<file path="src/logic/gp5_pkg.sv">
// constants, field layout and carrier types for the port 5 pin block
package gp5_pkg;

  localparam int GP5_NPINS = 13;
  localparam int GP5_FN_W  = 2;

  // byte addresses of the register words
  localparam logic [31:0] GP5_ADR_FUNC = 32'hFFF8_3050;
  localparam logic [31:0] GP5_ADR_DIR  = 32'hFFF8_3054;
  localparam logic [31:0] GP5_ADR_DOUT = 32'hFFF8_3058;
  localparam logic [31:0] GP5_ADR_DIN  = 32'hFFF8_305C;

  // field positions inside the direction word
  localparam int GP5_OE_LSB = 0;
  localparam int GP5_PU_LSB = 16;

  // reset values
  localparam logic [31:0] GP5_DIR_RST  = 32'h0000_0000;
  localparam logic [31:0] GP5_FUNC_RST = 32'h0000_0000;
  localparam logic [31:0] GP5_DOUT_RST = 32'h0000_0000;
  localparam logic [31:0] GP5_ZERO     = 32'h0000_0000;

  // two-bit per-pin function codes; only the low code is plain I/O
  typedef enum logic [1:0] {
    GP5_FN_IO   = 2'b00,
    GP5_FN_ALT1 = 2'b01,
    GP5_FN_ALT2 = 2'b10,
    GP5_FN_ALT3 = 2'b11
  } gp5_fn_t;

  // bus answer sequencing
  typedef enum logic [0:0] {
    GP5_BUS_IDLE = 1'b0,
    GP5_BUS_ACK  = 1'b1
  } gp5_bus_t;

  // what a function asks of one pad
  typedef struct packed {
    logic drive;
    logic oe;
  } gp5_pad_t;

  // one bus request, read live from the wishbone inputs
  typedef struct packed {
    logic [31:0] adr;
    logic [31:0] dat;
    logic [3:0]  sel;
    logic        we;
  } gp5_req_t;

endpackage

</file>
<file path="src/logic/gp5_pin_mux.sv">
// per-pin choice between plain I/O and alternate function pad control
`timescale 1ns/1ns
module gp5_pin_mux #(
  parameter int NPINS = 13
) (
  input  wire logic                                clk_i,
  input  wire logic                                rst_i,
  input  wire logic [NPINS*gp5_pkg::GP5_FN_W-1:0]  fn_sel_i,
  input  wire logic [NPINS-1:0]                    io_oe_i,
  input  wire logic [NPINS-1:0]                    io_out_i,
  input  wire gp5_pkg::gp5_pad_t [NPINS-1:0]       alt_pad_i,
  output logic      [NPINS-1:0]                    pad_out_o,
  output logic      [NPINS-1:0]                    pad_oe_o
);

  genvar g;
  generate
    for (g = 0; g < NPINS; g++)
    begin : g_pin
      gp5_pkg::gp5_fn_t fn;
      assign fn = gp5_pkg::gp5_fn_t'(fn_sel_i[g*gp5_pkg::GP5_FN_W +: gp5_pkg::GP5_FN_W]);

      // registered pad drive; plain I/O uses the register bits, others the peripheral
      always_ff @(posedge clk_i)
      begin
        if (rst_i)
        begin
          pad_out_o[g] <= 1'b0;
          pad_oe_o[g]  <= 1'b0;
        end
        else if (fn == gp5_pkg::GP5_FN_IO)
        begin
          pad_oe_o[g]  <= io_oe_i[g];
          pad_out_o[g] <= io_out_i[g];
        end
        else
        begin
          // enable bit ignored here, so alternate functions are not disturbed
          pad_oe_o[g]  <= alt_pad_i[g].oe;
          pad_out_o[g] <= alt_pad_i[g].drive;
        end
      end
    end
  endgenerate

endmodule

</file>
<file path="src/logic/gp5_port.sv">
// port 5 pin block: wishbone registers, pad control and live pin levels
`timescale 1ns/1ns
module gp5_port #(
  parameter int NPINS = gp5_pkg::GP5_NPINS
) (
  input  wire logic                                clk_i,
  input  wire logic                                rst_i,
  // classic wishbone slave
  input  wire logic                                wb_cyc_i,
  input  wire logic                                wb_stb_i,
  input  wire logic                                wb_we_i,
  input  wire logic [31:0]                         wb_adr_i,
  input  wire logic [3:0]                          wb_sel_i,
  input  wire logic [31:0]                         wb_dat_i,
  output logic      [31:0]                         wb_dat_o,
  output logic                                     wb_ack_o,
  // pads
  input  wire logic [NPINS-1:0]                    pad_in_i,
  output logic      [NPINS-1:0]                    pad_out_o,
  output logic      [NPINS-1:0]                    pad_oe_o,
  output logic      [NPINS-1:0]                    pullup_en_o,
  // alternate functions sharing the pads
  input  wire gp5_pkg::gp5_pad_t [NPINS-1:0]       alt_pad_i,
  output logic      [NPINS-1:0]                    pin_level_o,
  output logic      [NPINS*gp5_pkg::GP5_FN_W-1:0]  fn_sel_o
);

  localparam int FNW = NPINS * gp5_pkg::GP5_FN_W;

  // stored register state
  logic [NPINS-1:0]     pullup_enable_bits;
  logic [NPINS-1:0]     output_enable_bits;
  logic [NPINS-1:0]     output_value_bits;
  logic [FNW-1:0]       pin_function_selectors;
  logic [NPINS-1:0]     pin_level_bits;

  // bus sequencing
  gp5_pkg::gp5_bus_t    bus_state;
  gp5_pkg::gp5_bus_t    next_bus_state;
  gp5_pkg::gp5_req_t    req;
  logic                 req_valid;
  logic                 wr_fire;
  logic                 hit_func;
  logic                 hit_dir;
  logic                 hit_dout;
  logic                 hit_din;
  logic [31:0]          dir_word;
  logic [31:0]          func_word;
  logic [31:0]          dout_word;
  logic [31:0]          din_word;
  logic [31:0]          next_rdata;
  logic [31:0]          dir_merged;
  logic [31:0]          func_merged;
  logic [31:0]          dout_merged;

  // byte-lane merge: only lanes with sel high take the new byte
  function automatic logic [31:0] merge_lanes(
    input logic [31:0] old_val,
    input logic [31:0] new_val,
    input logic [3:0]  sel
  );
    logic [31:0] res;
    res = old_val;
    for (int b = 0; b < 4; b++)
    begin
      if (sel[b])
      begin
        res[b*8 +: 8] = new_val[b*8 +: 8];
      end
    end
    return res;
  endfunction

  assign req_valid = wb_cyc_i & wb_stb_i;

  // the request is held stable by the master until ack, so decode it live
  always_comb
  begin
    req.adr = wb_adr_i;
    req.dat = wb_dat_i;
    req.sel = wb_sel_i;
    req.we  = wb_we_i;
  end

  // address decode on the full byte address
  assign hit_func = (req.adr == gp5_pkg::GP5_ADR_FUNC);
  assign hit_dir  = (req.adr == gp5_pkg::GP5_ADR_DIR);
  assign hit_dout = (req.adr == gp5_pkg::GP5_ADR_DOUT);
  assign hit_din  = (req.adr == gp5_pkg::GP5_ADR_DIN);

  // writes commit on the edge that closes the ack cycle
  assign wr_fire = req_valid & req.we & (bus_state == gp5_pkg::GP5_BUS_ACK);

  // register words as software sees them; unused bits read as zero
  always_comb
  begin
    dir_word  = gp5_pkg::GP5_ZERO;
    func_word = gp5_pkg::GP5_ZERO;
    dout_word = gp5_pkg::GP5_ZERO;
    din_word  = gp5_pkg::GP5_ZERO;
    dir_word[gp5_pkg::GP5_PU_LSB +: NPINS] = pullup_enable_bits;
    dir_word[gp5_pkg::GP5_OE_LSB +: NPINS] = output_enable_bits;
    func_word[FNW-1:0]                     = pin_function_selectors;
    dout_word[NPINS-1:0]                   = output_value_bits;
    din_word[NPINS-1:0]                    = pin_level_bits;
  end

  // incoming write laid over the present word, lane by lane
  always_comb
  begin
    dir_merged  = merge_lanes(dir_word, req.dat, req.sel);
    func_merged = merge_lanes(func_word, req.dat, req.sel);
    dout_merged = merge_lanes(dout_word, req.dat, req.sel);
  end

  // bus state machine: one wait state, ack for exactly one cycle
  always_comb
  begin
    next_bus_state = bus_state;
    unique case (bus_state)
      gp5_pkg::GP5_BUS_IDLE:
      begin
        if (req_valid)
        begin
          next_bus_state = gp5_pkg::GP5_BUS_ACK;
        end
      end
      gp5_pkg::GP5_BUS_ACK:
      begin
        next_bus_state = gp5_pkg::GP5_BUS_IDLE;
      end
    endcase
  end

  always_ff @(posedge clk_i)
  begin
    if (rst_i)
    begin
      bus_state <= gp5_pkg::GP5_BUS_IDLE;
    end
    else
    begin
      bus_state <= next_bus_state;
    end
  end

  // ack follows the state directly, dropped the cycle after it is given
  always_ff @(posedge clk_i)
  begin
    if (rst_i)
    begin
      wb_ack_o <= 1'b0;
    end
    else
    begin
      wb_ack_o <= (bus_state == gp5_pkg::GP5_BUS_IDLE) & req_valid;
    end
  end

  // read mux; unmapped addresses answer with zero rather than hang the bus
  always_comb
  begin
    next_rdata = gp5_pkg::GP5_ZERO;
    if (hit_func)
    begin
      next_rdata = func_word;
    end
    else if (hit_dir)
    begin
      next_rdata = dir_word;
    end
    else if (hit_dout)
    begin
      next_rdata = dout_word;
    end
    else if (hit_din)
    begin
      next_rdata = din_word;
    end
  end

  // read data captured with the request, so it is stable for the whole ack
  always_ff @(posedge clk_i)
  begin
    if (rst_i)
    begin
      wb_dat_o <= gp5_pkg::GP5_ZERO;
    end
    else if ((bus_state == gp5_pkg::GP5_BUS_IDLE) & req_valid & ~req.we)
    begin
      wb_dat_o <= next_rdata;
    end
  end

  // direction and pull-up word
  always_ff @(posedge clk_i)
  begin
    if (rst_i)
    begin
      pullup_enable_bits <= gp5_pkg::GP5_DIR_RST[gp5_pkg::GP5_PU_LSB +: NPINS];
      output_enable_bits <= gp5_pkg::GP5_DIR_RST[gp5_pkg::GP5_OE_LSB +: NPINS];
    end
    else if (wr_fire & hit_dir)
    begin
      // each bit lands in its own flop, so pins change direction alone
      pullup_enable_bits <= dir_merged[gp5_pkg::GP5_PU_LSB +: NPINS];
      output_enable_bits <= dir_merged[gp5_pkg::GP5_OE_LSB +: NPINS];
    end
  end

  // output value: only the low bits exist, so upper writes vanish
  always_ff @(posedge clk_i)
  begin
    if (rst_i)
    begin
      output_value_bits <= gp5_pkg::GP5_DOUT_RST[NPINS-1:0];
    end
    else if (wr_fire & hit_dout)
    begin
      output_value_bits <= dout_merged[NPINS-1:0];
    end
    // no clear on mode change, so the value waits until the pin drives
  end

  // function selectors, plain I/O after reset
  always_ff @(posedge clk_i)
  begin
    if (rst_i)
    begin
      pin_function_selectors <= gp5_pkg::GP5_FUNC_RST[FNW-1:0];
    end
    else if (wr_fire & hit_func)
    begin
      pin_function_selectors <= func_merged[FNW-1:0];
    end
  end

  // pad levels cross in through two flops before anything reads them
  gp5_sync #(
    .WIDTH (NPINS)
  ) u_sync (
    .clk_i   (clk_i),
    .rst_i   (rst_i),
    .async_i (pad_in_i),
    .sync_o  (pin_level_bits)
  );

  // pad drivers, selected per pin
  gp5_pin_mux #(
    .NPINS (NPINS)
  ) u_mux (
    .clk_i     (clk_i),
    .rst_i     (rst_i),
    .fn_sel_i  (pin_function_selectors),
    .io_oe_i   (output_enable_bits),
    .io_out_i  (output_value_bits),
    .alt_pad_i (alt_pad_i),
    .pad_out_o (pad_out_o),
    .pad_oe_o  (pad_oe_o)
  );

  // pull-ups follow the register whatever the pin function
  assign pullup_en_o = pullup_enable_bits;

  // peripherals see the same synchronised levels and the selector state
  assign pin_level_o = pin_level_bits;
  assign fn_sel_o    = pin_function_selectors;

endmodule

</file>
<file path="src/logic/gp5_sync.sv">
// two-flop synchroniser for a bundle of asynchronous pin levels
`timescale 1ns/1ns
module gp5_sync #(
  parameter int WIDTH = 13
) (
  input  wire logic             clk_i,
  input  wire logic             rst_i,
  input  wire logic [WIDTH-1:0] async_i,
  output logic      [WIDTH-1:0] sync_o
);

  logic [WIDTH-1:0] meta;

  // first stage feeds only the second stage
  always_ff @(posedge clk_i)
  begin
    if (rst_i)
    begin
      meta   <= '0;
      sync_o <= '0;
    end
    else
    begin
      meta   <= async_i;
      sync_o <= meta;
    end
  end

endmodule

</file>
<file path="config.mk">
export PLATFORM = sky130hd
export DESIGN_NAME = gp5_port
export DESIGN_NICKNAME = d
export VERILOG_FILES = /design/src/logic/gp5_pkg.sv /design/src/logic/gp5_pin_mux.sv /design/src/logic/gp5_port.sv /design/src/logic/gp5_sync.sv
export SDC_FILE = /design/constraint.sdc
export NUM_CORES = 1
export LEC_CHECK = 0
export BUFFER_PORTS_ARGS = -buffer_cell sky130_fd_sc_hd__buf_4
export CAP_MARGIN = 10
export CORE_ASPECT_RATIO = 0.8
export CORE_UTILIZATION = 45
export CTS_BUF_LIST = sky130_fd_sc_hd__clkbuf_4 sky130_fd_sc_hd__clkbuf_8 sky130_fd_sc_hd__clkbuf_16
export DETAILED_ROUTE_END_ITERATION = 8
export GPL_TIMING_DRIVEN = 1
export HOLD_SLACK_MARGIN = 0.06
export MAX_ROUTING_LAYER = met4
export PLACE_DENSITY_LB_ADDON = 0.08
export SLEW_MARGIN = 10
export SYNTH_ARGS = -nofsm -noshare
export SYNTH_HDL_FRONTEND = slang
export SYNTH_SLANG_ARGS = --single-unit
</file>
<file path="constraint.sdc">
create_clock -name clk_i -period 2 [get_ports clk_i]
set_input_delay 0.4 -clock clk_i [delete_from_list [all_inputs] [get_ports clk_i]]
set_output_delay 0.4 -clock clk_i [all_outputs]
set_load 0.02 [all_outputs]
</file>
; Yosys cells after proc, flatten, opt, wreduce, memory -nomap -nowiden
; Cells that the tools add are included.
[totals]
reg_bits = 151
in_bits = 112
word_cells = 110
[classes]
eq_ne = 4
muxes = 32
bitwise = 10
n_reduce_logical = 23
[ops]
columns = op, count
row1 = $eq 32x32->1 const B, 4
row2 = $mux 29, 2
row3 = $mux 1, 27
row4 = $logic_not 2->1, 13
row5 = $mux 13, 2
row6 = $reduce_and 2->1, 10
row7 = $and 1x1->1, 8
row8 = $not 1->1, 2
row9 = $pmux 1 s2, 1

; Logic depth before layout (Yosys ltp)
; Gate-level depths: netlist (run 1).
[logic_depth]
word_depth = 5
depth_mapped = 7
mapped_depth_nobuf = 4

; By module
; Synthesis (run 1) repeated with hierarchy kept, for this count alone.
[hier_totals]
cells_unflattened = 595
area_unflattened_um2 = 6153.4
[by_module_without_submodules]
columns = mod, n_inst, cells_per_inst, area_per_inst_um2, seq_area_each_um2
row1 = gp5_port, 1, 434, 4429.2, 1921.8
row2 = gp5_pin_mux, 1, 107, 1023.5, 520.5
row3 = gp5_sync, 1, 54, 700.7, 520.5

; Worst setup path after synthesis (run 1)
; Ideal clock, no wire load.
[synth_timing]
path_kind = in2reg
start = in wb_adr_i[16]
end = reg output_enable_bits[0]
setup_time_ns = 0.072
t_arrival_ns = 1.957
setup_slack_ns = -0.028
cell_stages = 5
path_cell_list = nand4b_1 or4_4 buf_6 nor3_4 mux2i_1
[synth_between]
elab_chain_cells = 3
[synth_rtl]
columns = item, line_no
row1 = from (decl), gp5_port.sv:12  ; input wire logic [31:0] wb_adr_i,
row2 = $eq 32x32->1, gp5_port.sv:87  ; assign hit_dir = (req.adr == gp5_pkg::GP5_ADR_DIR);
row3 = $and 1x1->1, gp5_port.sv:203  ; else if (wr_fire & hit_dir)
row4 = $reduce_and 2->1 (no line), n/a
row5 = to (signal assigned), gp5_port.sv:201  ; output_enable_bits <= gp5_pkg::GP5_DIR_RST[gp5_pkg::GP5_OE_LSB +: NPINS];
row6 = to (signal assigned), gp5_port.sv:207  ; output_enable_bits <= dir_merged[gp5_pkg::GP5_OE_LSB +: NPINS];
row7 = to (decl), gp5_port.sv:32  ; logic [NPINS-1:0] output_enable_bits;
; Every way passes these cells.
; A chain may end at the register's enable or synchronous reset.

; Worst setup path after layout (run 1)
[layout_timing]
start = in wb_adr_i[17]
end = reg wb_dat_o[4]
[layout_between]
elab_chain_cells = 5
[layout_rtl]
columns = item, line_no
row1 = $eq 32x32->1, gp5_port.sv:89  ; assign hit_din = (req.adr == gp5_pkg::GP5_ADR_DIN);
row2 = $mux 13, gp5_port.sv:176  ; else if (hit_din)
row3 = $mux 13, gp5_port.sv:172  ; else if (hit_dout)
row4 = $mux 29, gp5_port.sv:168  ; else if (hit_dir)
row5 = $mux 29 (*), gp5_port.sv:164  ; if (hit_func)
row6 = to (signal assigned), gp5_port.sv:187  ; wb_dat_o <= gp5_pkg::GP5_ZERO;
row7 = to (signal assigned), gp5_port.sv:191  ; wb_dat_o <= next_rdata;
row8 = to (decl), gp5_port.sv:15  ; output logic [31:0] wb_dat_o,
; Every way passes the cells marked *; elsewhere a longest branch is shown, timed or not.

==> flow_metrics.tcl, run 1 <==
set metrics [dict create \
    status "completed" \
    synth_cell_types 35 \
    worst_setup_path_start_kind "input port" \
    final_cell_mix "buf_4, dfxtp_1, nand2b_1, mux2i_1, a21oi_1" \
    ir_drop_mv 0.6261 \
    drc 0 \
    path_max_fanout 13 \
    synth.area.mux_share 0.1165 \
    initial_core_util 0.4705 \
    hp-start "pad_in_i[6]" \
    grt_pass1_vias 5520 \
    globalRouteMet2Util 0.4282 \
    row_count 37 \
    max-slew-margin-rel 0.2822 \
    timing.rr.start "bus_state$_SDFF_PP0_" \
    yosysTopAreaCell "dfxtp_1" \
    synth-edff-count 0 \
    grt_max_degree 51 \
    grt_use_total 0.2711 \
    synth_top_cell_area_share 0.4790 \
    grt_pass1_wl_um 29030 \
    dp.cells 1038 \
    synth-xor-area-share 0 \
    grt_use_met3 0.07092 \
    final_hold_viol_count 0 \
    final_cells 1069 \
    maxSlewViolCount 0 \
    synth_adder_area_share 0 \
    grt.busiest_layer "met2" \
    design.core.area_sq_um 13150 \
    avgViaCountPerCell 5.295 \
    synth_compound_area_frac 0.1129 \
    yosysWarnings 0 \
    fin_crit_ns 1.821 \
    utilization 0.6703 \
    required_ns 2.35 \
    fin_setup_tns_ns 0 \
    setup-violations-final 0 \
    grt_setup_unrepaired "no" \
    holdCritPathClass "input port to flip-flop" \
    power_density_nw_per_um2 756.3 \
    synth-seq-cells 148 \
    async_reset_ff_frac 0 \
    portBuffers 216 \
    cap_violations 0 \
    ant_nets 0 \
    wl_per_cell_um 17.06 \
    dr_total_vias 5660 \
    drt_wl_total_um 18240 \
    die_w_um 133.1 \
    worst_pin_slew_ns 1.073 \
    p_leak_nw 3.803 \
    max_freq_mhz 549.3 \
    cts-root-buf "clkbuf_16" \
    clkSinkCount 148 \
    finalCritPeriodShare 0.9103 \
    layout-drive-gt1-share 0.3244 \
    synth-main-ff-cell "dfxtp_1" \
    layout-area-overhead-vs-synth_pct 42.46 \
    firstDrtPassIters 5 \
    yosysSeqAreaShare 0.4790 \
    fin_area_sq_um 8812 \
    cts_tree "built" \
    netlist_instances 657 \
    synth_top_cells_by_area "dfxtp_1, mux2i_1, nand2b_1" \
    dp_hpwl_um 13180 \
    clk_latency_ns 0.42 \
    synth_top_family_by_area "simple AND/OR/NAND/NOR gates" \
    holdBufCountCts 0 \
    synth-simple-area-share 0.2530 \
    num-nets-final 994 \
    final_common_cell "buf_4" \
    clockBufferDepth 2 \
    placed_cell_area_sq_um 8203 \
    gr-total-overflow 0 \
    die_h_um 106.9 \
    first_iter_violations 231 \
    postCtsSetupBuffers 0 \
    worstSetupEndpointType "flip-flop" \
    ioPinCount 223 \
    dieArea_sq_um 14220 \
    grtUsageMet1 0.3332 \
    avgSynthCellArea_sq_um 9.415 \
    cp.arrival_ns 2.17 \
    cts.reportedPaths.clkPinSlew_ns 0.06 \
    hold_ws_ns 0.1925 \
    crit_type "input port to flip-flop" \
    place_congestion 0.8182 \
    antenna_found_initial 0 \
    diodes 0 \
    cts_inserted_buffers 17 \
    cp-startpoint "wb_adr_i[17]" \
    h-tree-depth 4 \
    cts_resized 0 \
    finClkSkew_ns 0.008824 \
    synth_area_sq_um 6186 \
]
## critical path: stages
cell	delay [ns]
buf_4	0.10
nand4bb_1	0.25
or4_4	0.68
nor4_2	0.28
buf_4	0.26
a32o_1	0.19
## metal layers
metal	part of all wire	vias to the layer above	routed length, um
met5	0	-	0
met4	0.022	0	393
met3	0.068	34	1246
met2	0.48	209	8688
met1	0.43	2677	7909
li1	-	2740	-
## logic make-up (layout without fill, tap and decap cells)
kind of cell	after synthesis	count (layout)
AND/OR/NAND/NOR	264	264
AO/OA/AOI/OAI	116	116
flip-flops	148	148
multiplexers	72	72
other	1	3
buffers and inverters	56	291
## stage by stage
step	setup WS (ns)	total power, mW
3_3_place_gp	-0.1917	3.458
6_report	0.1793	6.665
2_1_floorplan	0.03690	3.233
5_1_grt	0.04768	6.873
4_1_cts	0.1876	6.706
3_5_place_dp	-0.2463	3.469
## report_power, final
part | leakage, nW | internal [mW] | switching (mW) | total [mW]
Clock | 0.298 | 2.04 | 1.21 | 3.26
Sequential | 1.20 | 2.97 | 0.0115 | 2.99
Combinational | 2.31 | 0.233 | 0.189 | 0.422
## path summary, 6_finish.rpt
check / end / slack, ns / depth (start not counted)
setup reg to reg: pullup_en_o[0]$_SDFFE_PP0P_ / 0.18 / 5
setup / recovery: wb_dat_o[4]$_SDFFE_PP0P_ / 0.18 / 6
hold reg to reg: u_sync.sync_o[11]$_SDFF_PP0_ / 0.43 / 1
hold / removal: u_sync.meta[6]$_SDFF_PP0_ / 0.19 / 2
## registers in the layout, summed over array words and instances (netlist names)
register,cells
bus_state,1
fn_sel_o,26
output_enable_bits,13
output_value_bits,13
pullup_en_o,13
u_mux.pad_oe_o,13
u_mux.pad_out_o,13
u_sync.meta,13
u_sync.sync_o,13
wb_ack_o,1
wb_dat_o,29
## layout make-up
cell class | count | area [sq um]
fillers | 1114 | 4335
multi-input cells | 455 | 3019
flip-flops and latches | 148 | 2963
repair buffers | 250 | 1964
clock buffers | 24 | 515.5
well taps | 175 | 219.0
clock inverters | 7 | 93.84
inverters | 10 | 37.54
## Yosys cell counts (all sizes together), types with 6 or more instances
cell / n
nand2b: 83
nand4: 14
nor3: 7
o31ai: 6
nor3b: 10
nand3b: 13
nand2: 33
inv: 10
and3: 8
nor2: 39
nor2b: 29
a21oi: 51
mux2i: 72
a41oi: 10
buf: 12
clkbuf: 34
a32o: 13
nand3: 13
o21ai: 36
dfxtp: 148
No activity file was read; power rests on OpenSTA's default activity.
==> run 2: changes to the inputs <==
Settings changed: CORE_UTILIZATION 45 to 53.
Clock period 2 ns to 2.3 ns, I/O delays scaled along.
==> run 2 against run 1 <==
Final cell count shrank 4.0%; register-to-register slack gained 0.18 ns; largest cell class unchanged; highest routed layer unchanged; sequential power shrank 13%.
==> flow_metrics.tcl, run 2 (same netlist as run 1, synthesis figures left out) <==
set metrics [dict create \
    postCtsSetupBuffers 0 \
    avgViaCountPerCell 5.583 \
    crit_family "simple AND/OR/NAND/NOR gates" \
    grt.busiest_layer "met2" \
    portBuffers 216 \
    cts-root-buf "clkbuf_16" \
    maxSlewViolCount 0 \
    drc 0 \
    max_freq_mhz 515.3 \
    holdCritPathClass "input port to flip-flop" \
    path_depth 4 \
    num-nets-final 983 \
    finalCritPeriodShare 0.8437 \
    crit_type "flip-flop to flip-flop" \
    placed_cell_area_sq_um 8069 \
    worstPathCellList "and4_1, and3_1, nand3_1, mux2i_1" \
    cts_resized 0 \
    largest_reg_flops 29 \
    final_common_cell "buf_4" \
    ant_nets 0 \
    gr-total-overflow 0 \
    grt_pass1_vias 5557 \
    dp.cells 996 \
    dieArea_sq_um 12110 \
    antenna_found_initial 0 \
    max-slew-margin-rel 0.2843 \
    final_cells 1026 \
    clkSinkCount 148 \
    cap_violations 0 \
    initial_core_util 0.5571 \
    regMostFlops "wb_dat_o" \
    design.core.area_sq_um 11100 \
    grt_pass1_wl_um 27830 \
    timing.rr.end "fn_sel_o[11]$_SDFFE_PP0P_" \
    critical_path.max_stage_delay_ns 0.48 \
    die_w_um 122.8 \
    fillers 772 \
    final_hold_viol_count 0 \
    clockBufferDepth 2 \
    cp-startpoint "bus_state$_SDFF_PP0_" \
    cts.reportedPaths.clkPinSlew_ns 0.06 \
    cts_inserted_buffers 17 \
    die_h_um 98.63 \
    holdPathStages 2 \
    power_density_nw_per_um2 651.7 \
    diodes 0 \
    ir_drop_mv 0.5047 \
    status "completed" \
    hp-start "pad_in_i[4]" \
    cp_num_buf_inv 0 \
    wl_per_cell_um 17.46 \
    grt_setup_unrepaired "no" \
    place_congestion 0.8020 \
    timing.rr.start "bus_state$_SDFF_PP0_" \
    clk_latency_ns 0.41 \
    final_cell_mix "buf_4, dfxtp_1, nand2b_1, mux2i_1, a21oi_1" \
    globalRouteMet2Util 0.5048 \
    crit_path_top_delay_cell "and4_1" \
    ioPinCount 223 \
    setup-violations-final 0 \
    required_ns 2.63 \
    worst_pin_slew_ns 1.070 \
    path_max_fanout 12 \
    dp_hpwl_um 12710 \
    grt_use_met3 0.06134 \
    worst_setup_path_start_kind "flip-flop" \
    crit_end "fn_sel_o[11]$_SDFFE_PP0P_" \
    grt_use_total 0.3088 \
    cp.arrival_ns 2.27 \
    rr_worst_depth 4 \
    firstDrtPassIters 5 \
    dr_total_vias 5728 \
    p_leak_nw 3.726 \
    worstSetupEndpointType "flip-flop" \
    finClkSkew_ns 0.005168 \
    layout-area-overhead-vs-synth_pct 39.54 \
    fin_area_sq_um 8632 \
    grtUsageMet1 0.3710 \
    reg2reg_setup_slack_ns 0.36 \
    fin_crit_ns 1.940 \
    drt_wl_total_um 17910 \
    layout-drive-gt1-share 0.3152 \
    first_iter_violations 386 \
    grt_max_degree 73 \
    cts_tree "built" \
    row_count 34 \
    h-tree-depth 4 \
    holdBufCountCts 0 \
]
[run 2: cell count changes in the layout (fill, tap and decap cells not counted), sizes merged]
cell	change
buf	-11
clkinv	+3
clkbuf	-4
[run 2: how the worst min path moves through the flow]
stage                                        endpoint  slack [ns]
final                       u_sync.meta[4]$_SDFF_PP0_        0.25
after global routing       u_sync.meta[11]$_SDFF_PP0_        0.26
after CTS                   u_sync.meta[9]$_SDFF_PP0_        0.25
after detailed placement  u_sync.sync_o[3]$_SDFF_PP0_        0.42
after global placement    u_sync.sync_o[1]$_SDFF_PP0_        0.42
after floorplan           u_sync.sync_o[0]$_SDFF_PP0_        0.41
[run 2: layout make-up]
class                   instances  area [sq um]  share of cell area
clock buffers                  20         454.2             0.05262
clock inverters                10         108.9             0.01261
inverters                      10         37.54            0.004348
flip-flops and latches        148          2963              0.3432
repair buffers                239          1869              0.2166
well taps                     144         180.2             0.02087
multi-input cells             455          3019              0.3498
[run 2: worst reg2reg max path, delay by kind of cell, from the launching register on]
family	cells	cell delay [ns]
mux	1	0.28
simple gates	3	1.15
flops	1	0.43
[run 2: report_power, final]
group | switching [mW] | internal (mW) | total (mW)
Combinational | 0.163 | 0.197 | 0.360
Sequential | 0.0102 | 2.59 | 2.60
Clock | 1.04 | 1.63 | 2.67
Total | 1.21 | 4.41 | 5.63
[run 2: metal layers]
| layer | vias to the layer above | wire length (um) |
|---|---|---|
| met4 | 0 | 366 |
| li1 | 2728 | - |
| met5 | - | 0 |
| met1 | 2679 | 7314 |
| met2 | 279 | 8780 |
| met3 | 42 | 1448 |
[run 2: stage by stage]
stage                     total power [mW]  setup WS, ns  setup TNS (ns)  hold slack (ns)    util
after floorplan                      2.811        0.2117               0           0.4138       -
after global placement               3.001       0.05438               0           0.4169  0.7267
after detailed placement             3.010      -0.03979         -0.1812           0.4234  0.7267
after CTS                            5.644        0.3765               0           0.2486  0.7774
after global routing                 5.788        0.2244               0           0.2591  0.7774
final                                5.625        0.3595               0           0.2527  0.7774
==> run 3: changes to the inputs <==
Settings changed: CORE_UTILIZATION 53 to 45.
Clock period 2.3 ns to 1.6 ns, I/O delays scaled along.
==> run 3 against run 2 <==
The run now ends with setup timing left; sequential cell count unchanged; first-iteration DRC count decreased by 5.2%; setup slack got worse by 0.44 ns; highest routed layer unchanged; worst hold slack got worse by 0.14 ns; clock-buffer cell count decreased by 1; sequential power increased by 43%; clock power increased by 48%; die area increased by 17%; power increased by 47%; utilization decreased by 8.1 points; register-to-register slack got worse by 0.30 ns; final cell count increased by 6.3%.
==> flow_metrics.tcl, run 3 (same netlist as run 1, synthesis figures left out) <==
set metrics [dict create \
    antenna_found_initial 0 \
    diodes 0 \
    firstDrtPassIters 4 \
    utilization 0.6965 \
    crit_type "input port to flip-flop" \
    worst_pin_slew_ns 0.6728 \
    worstPathCellList "buf_6, nand4bb_4, or4_4, buf_12, nor3_4, buf_12, mux2i_2" \
    wl_per_cell_um 17.88 \
    p_leak_nw 3.960 \
    holdCritPathClass "input port to flip-flop" \
    path_max_fanout 8 \
    finClkSkew_ns 0.009971 \
    die_h_um 106.9 \
    cap_violations 0 \
    grt_pass1_wl_um 29680 \
    critical_path.max_stage_delay_ns 0.58 \
    maxSlewViolCount 0 \
    status "finished with violations" \
    grt_use_total 0.2765 \
    final_common_cell "buf_4" \
    maxUsedRoutingLayer "met4" \
    wl_met3_um 1363 \
    multi_input_area_sq_um 3127 \
    violations "setup timing" \
    crit_path_top_delay_cell "or4_4" \
    power.share.clock 0.477 \
    worst_setup_path_start_kind "input port" \
    final_cell_mix "buf_4, dfxtp_1, nand2b_1, mux2i_1, a21oi_1" \
    p_seq_frac 0.452 \
    switchingPower_mw 1.941 \
    final_hold_viol_count 0 \
    die_w_um 133.1 \
    gr-total-overflow 0 \
    cts-root-buf "clkbuf_16" \
    ant_nets 0 \
    setup-violations-final 17 \
    design.core.area_sq_um 13150 \
    place_congestion 0.8120 \
    largest_reg_flops 29 \
    cts_tree "built" \
    placed_cell_area_sq_um 8369 \
    avgViaCountPerCell 5.357 \
    num-nets-final 1015 \
    max_freq_mhz 595.7 \
    layout_setup_ws_ns -0.07861 \
    row_count 37 \
    wl_met2_um 9423 \
    pre_cts_slack_ns -0.5445 \
    cp_common_cell "buf_12" \
    max-slew-margin-rel 0.5510 \
    layout-drive-gt1-share 0.3603 \
    portBuffers 216 \
    grt_setup_unrepaired "yes" \
    power_frac_comb 0.071 \
    clk_latency_ns 0.42 \
    clkSinkCount 148 \
    p_sw_frac 0.2352 \
    regMostFlops "wb_dat_o" \
    grt_pass1_vias 5735 \
    grt_max_degree 72 \
    ir_drop_mv 0.9266 \
    cts_inserted_buffers 17 \
    cts.reportedPaths.clkPinSlew_ns 0.07 \
    met1_length_um 8502 \
    cp.arrival_ns 2.02 \
    clockBufferDepth 2 \
    fin_setup_tns_ns -0.4345 \
    power_density_nw_per_um2 901.3 \
    h-tree-depth 4 \
    regArea_sq_um 2967 \
    drc 0 \
    drt_wl_total_um 19500 \
    fin_crit_ns 1.679 \
    dp_hpwl_um 13620 \
    initial_core_util 0.4705 \
    fin_area_sq_um 9158 \
    first_iter_violations 366 \
    p_int_mw 6.313 \
    fillers 1023 \
    required_ns 1.94 \
    dr_total_vias 5844 \
    layout-area-overhead-vs-synth_pct 48.04 \
    ioPinCount 223 \
    dieArea_sq_um 14220 \
    worstSetupEndpointType "flip-flop" \
    finalCritPeriodShare 1.049 \
]
==> run 3: cell count changes in the layout (fill, tap and decap cells not counted), sizes merged <==
cell / previous run / this run
clkinvlp: 2 / 4
clkinv: 5 / 1
bufinv: 2 / 1
buf: 239 / 270
inv: 11 / 17
==> run 3: routing by layer <==
metal / track usage / vias to the layer above
li1: - / 2797
met1: 0.3442 / 2778
met2: 0.4562 / 251
met3: 0.05626 / 18
met4: 0.07800 / 0
met5: - / -
==> run 3: final timing paths <==
path                                  start  slack, ns  cells after the start                           to
setup / recovery               wb_adr_i[18]      -0.08                      7  pullup_en_o[5]$_SDFFE_PP0P_
hold / removal                 pad_in_i[10]       0.11                      2   u_sync.meta[10]$_SDFF_PP0_
setup reg to reg       bus_state$_SDFF_PP0_       0.06                      6    wb_dat_o[20]$_SDFFE_PP0P_
hold reg to reg   u_sync.meta[1]$_SDFF_PP0_       0.43                      1  u_sync.sync_o[1]$_SDFF_PP0_
==> run 3: power by group through the flow <==
stage          Sequential [mW]  Clock, mW  Combinational [mW]
6_report                  3.73       3.94               0.584
5_1_grt                   3.73       4.16               0.620
4_1_cts                   3.73       3.97               0.565
3_5_place_dp              3.81          0               0.552
3_3_place_gp              3.81          0               0.541
2_1_floorplan             3.83          0               0.217
==> run 3: per-stage QoR <==
step / hold slack [ns] / power, mW / cells
6_report: 0.1148 / 8.254 / 1091
3_3_place_gp: 0.4179 / 4.354 / 1049
2_1_floorplan: 0.4138 / 4.042 / 659
3_5_place_dp: 0.4212 / 4.367 / 1049
5_1_grt: 0.1085 / 8.516 / 1091
4_1_cts: 0.1038 / 8.267 / 1082
==> run 3: layout make-up <==
cell class              count  area share
multi-input cells         455      0.3414
clock inverters            13     0.01476
inverters                  10    0.004099
well taps                 175     0.02391
repair buffers            271      0.2424
flip-flops and latches    148      0.3240
clock buffers              19     0.04946
==> run 3: worst max-delay path: cells and delay by family <==
family                 cells  cell delay, ns
muxes                      1            0.21
buffers and inverters      3            0.44
and+or+nand+nor            3            1.02
==> run 3: repair_timing <==
| item | CTS | global route |
|---|---|---|
| gates cloned | 1 | 3 |
| resized for setup | 12 | 13 |
| buffers inserted | 0 | 6 |
| pin swaps | 2 | 6 |
| endpoints found under the setup margin | 45 | 45 |
| hold buffers | 0 | 0 |
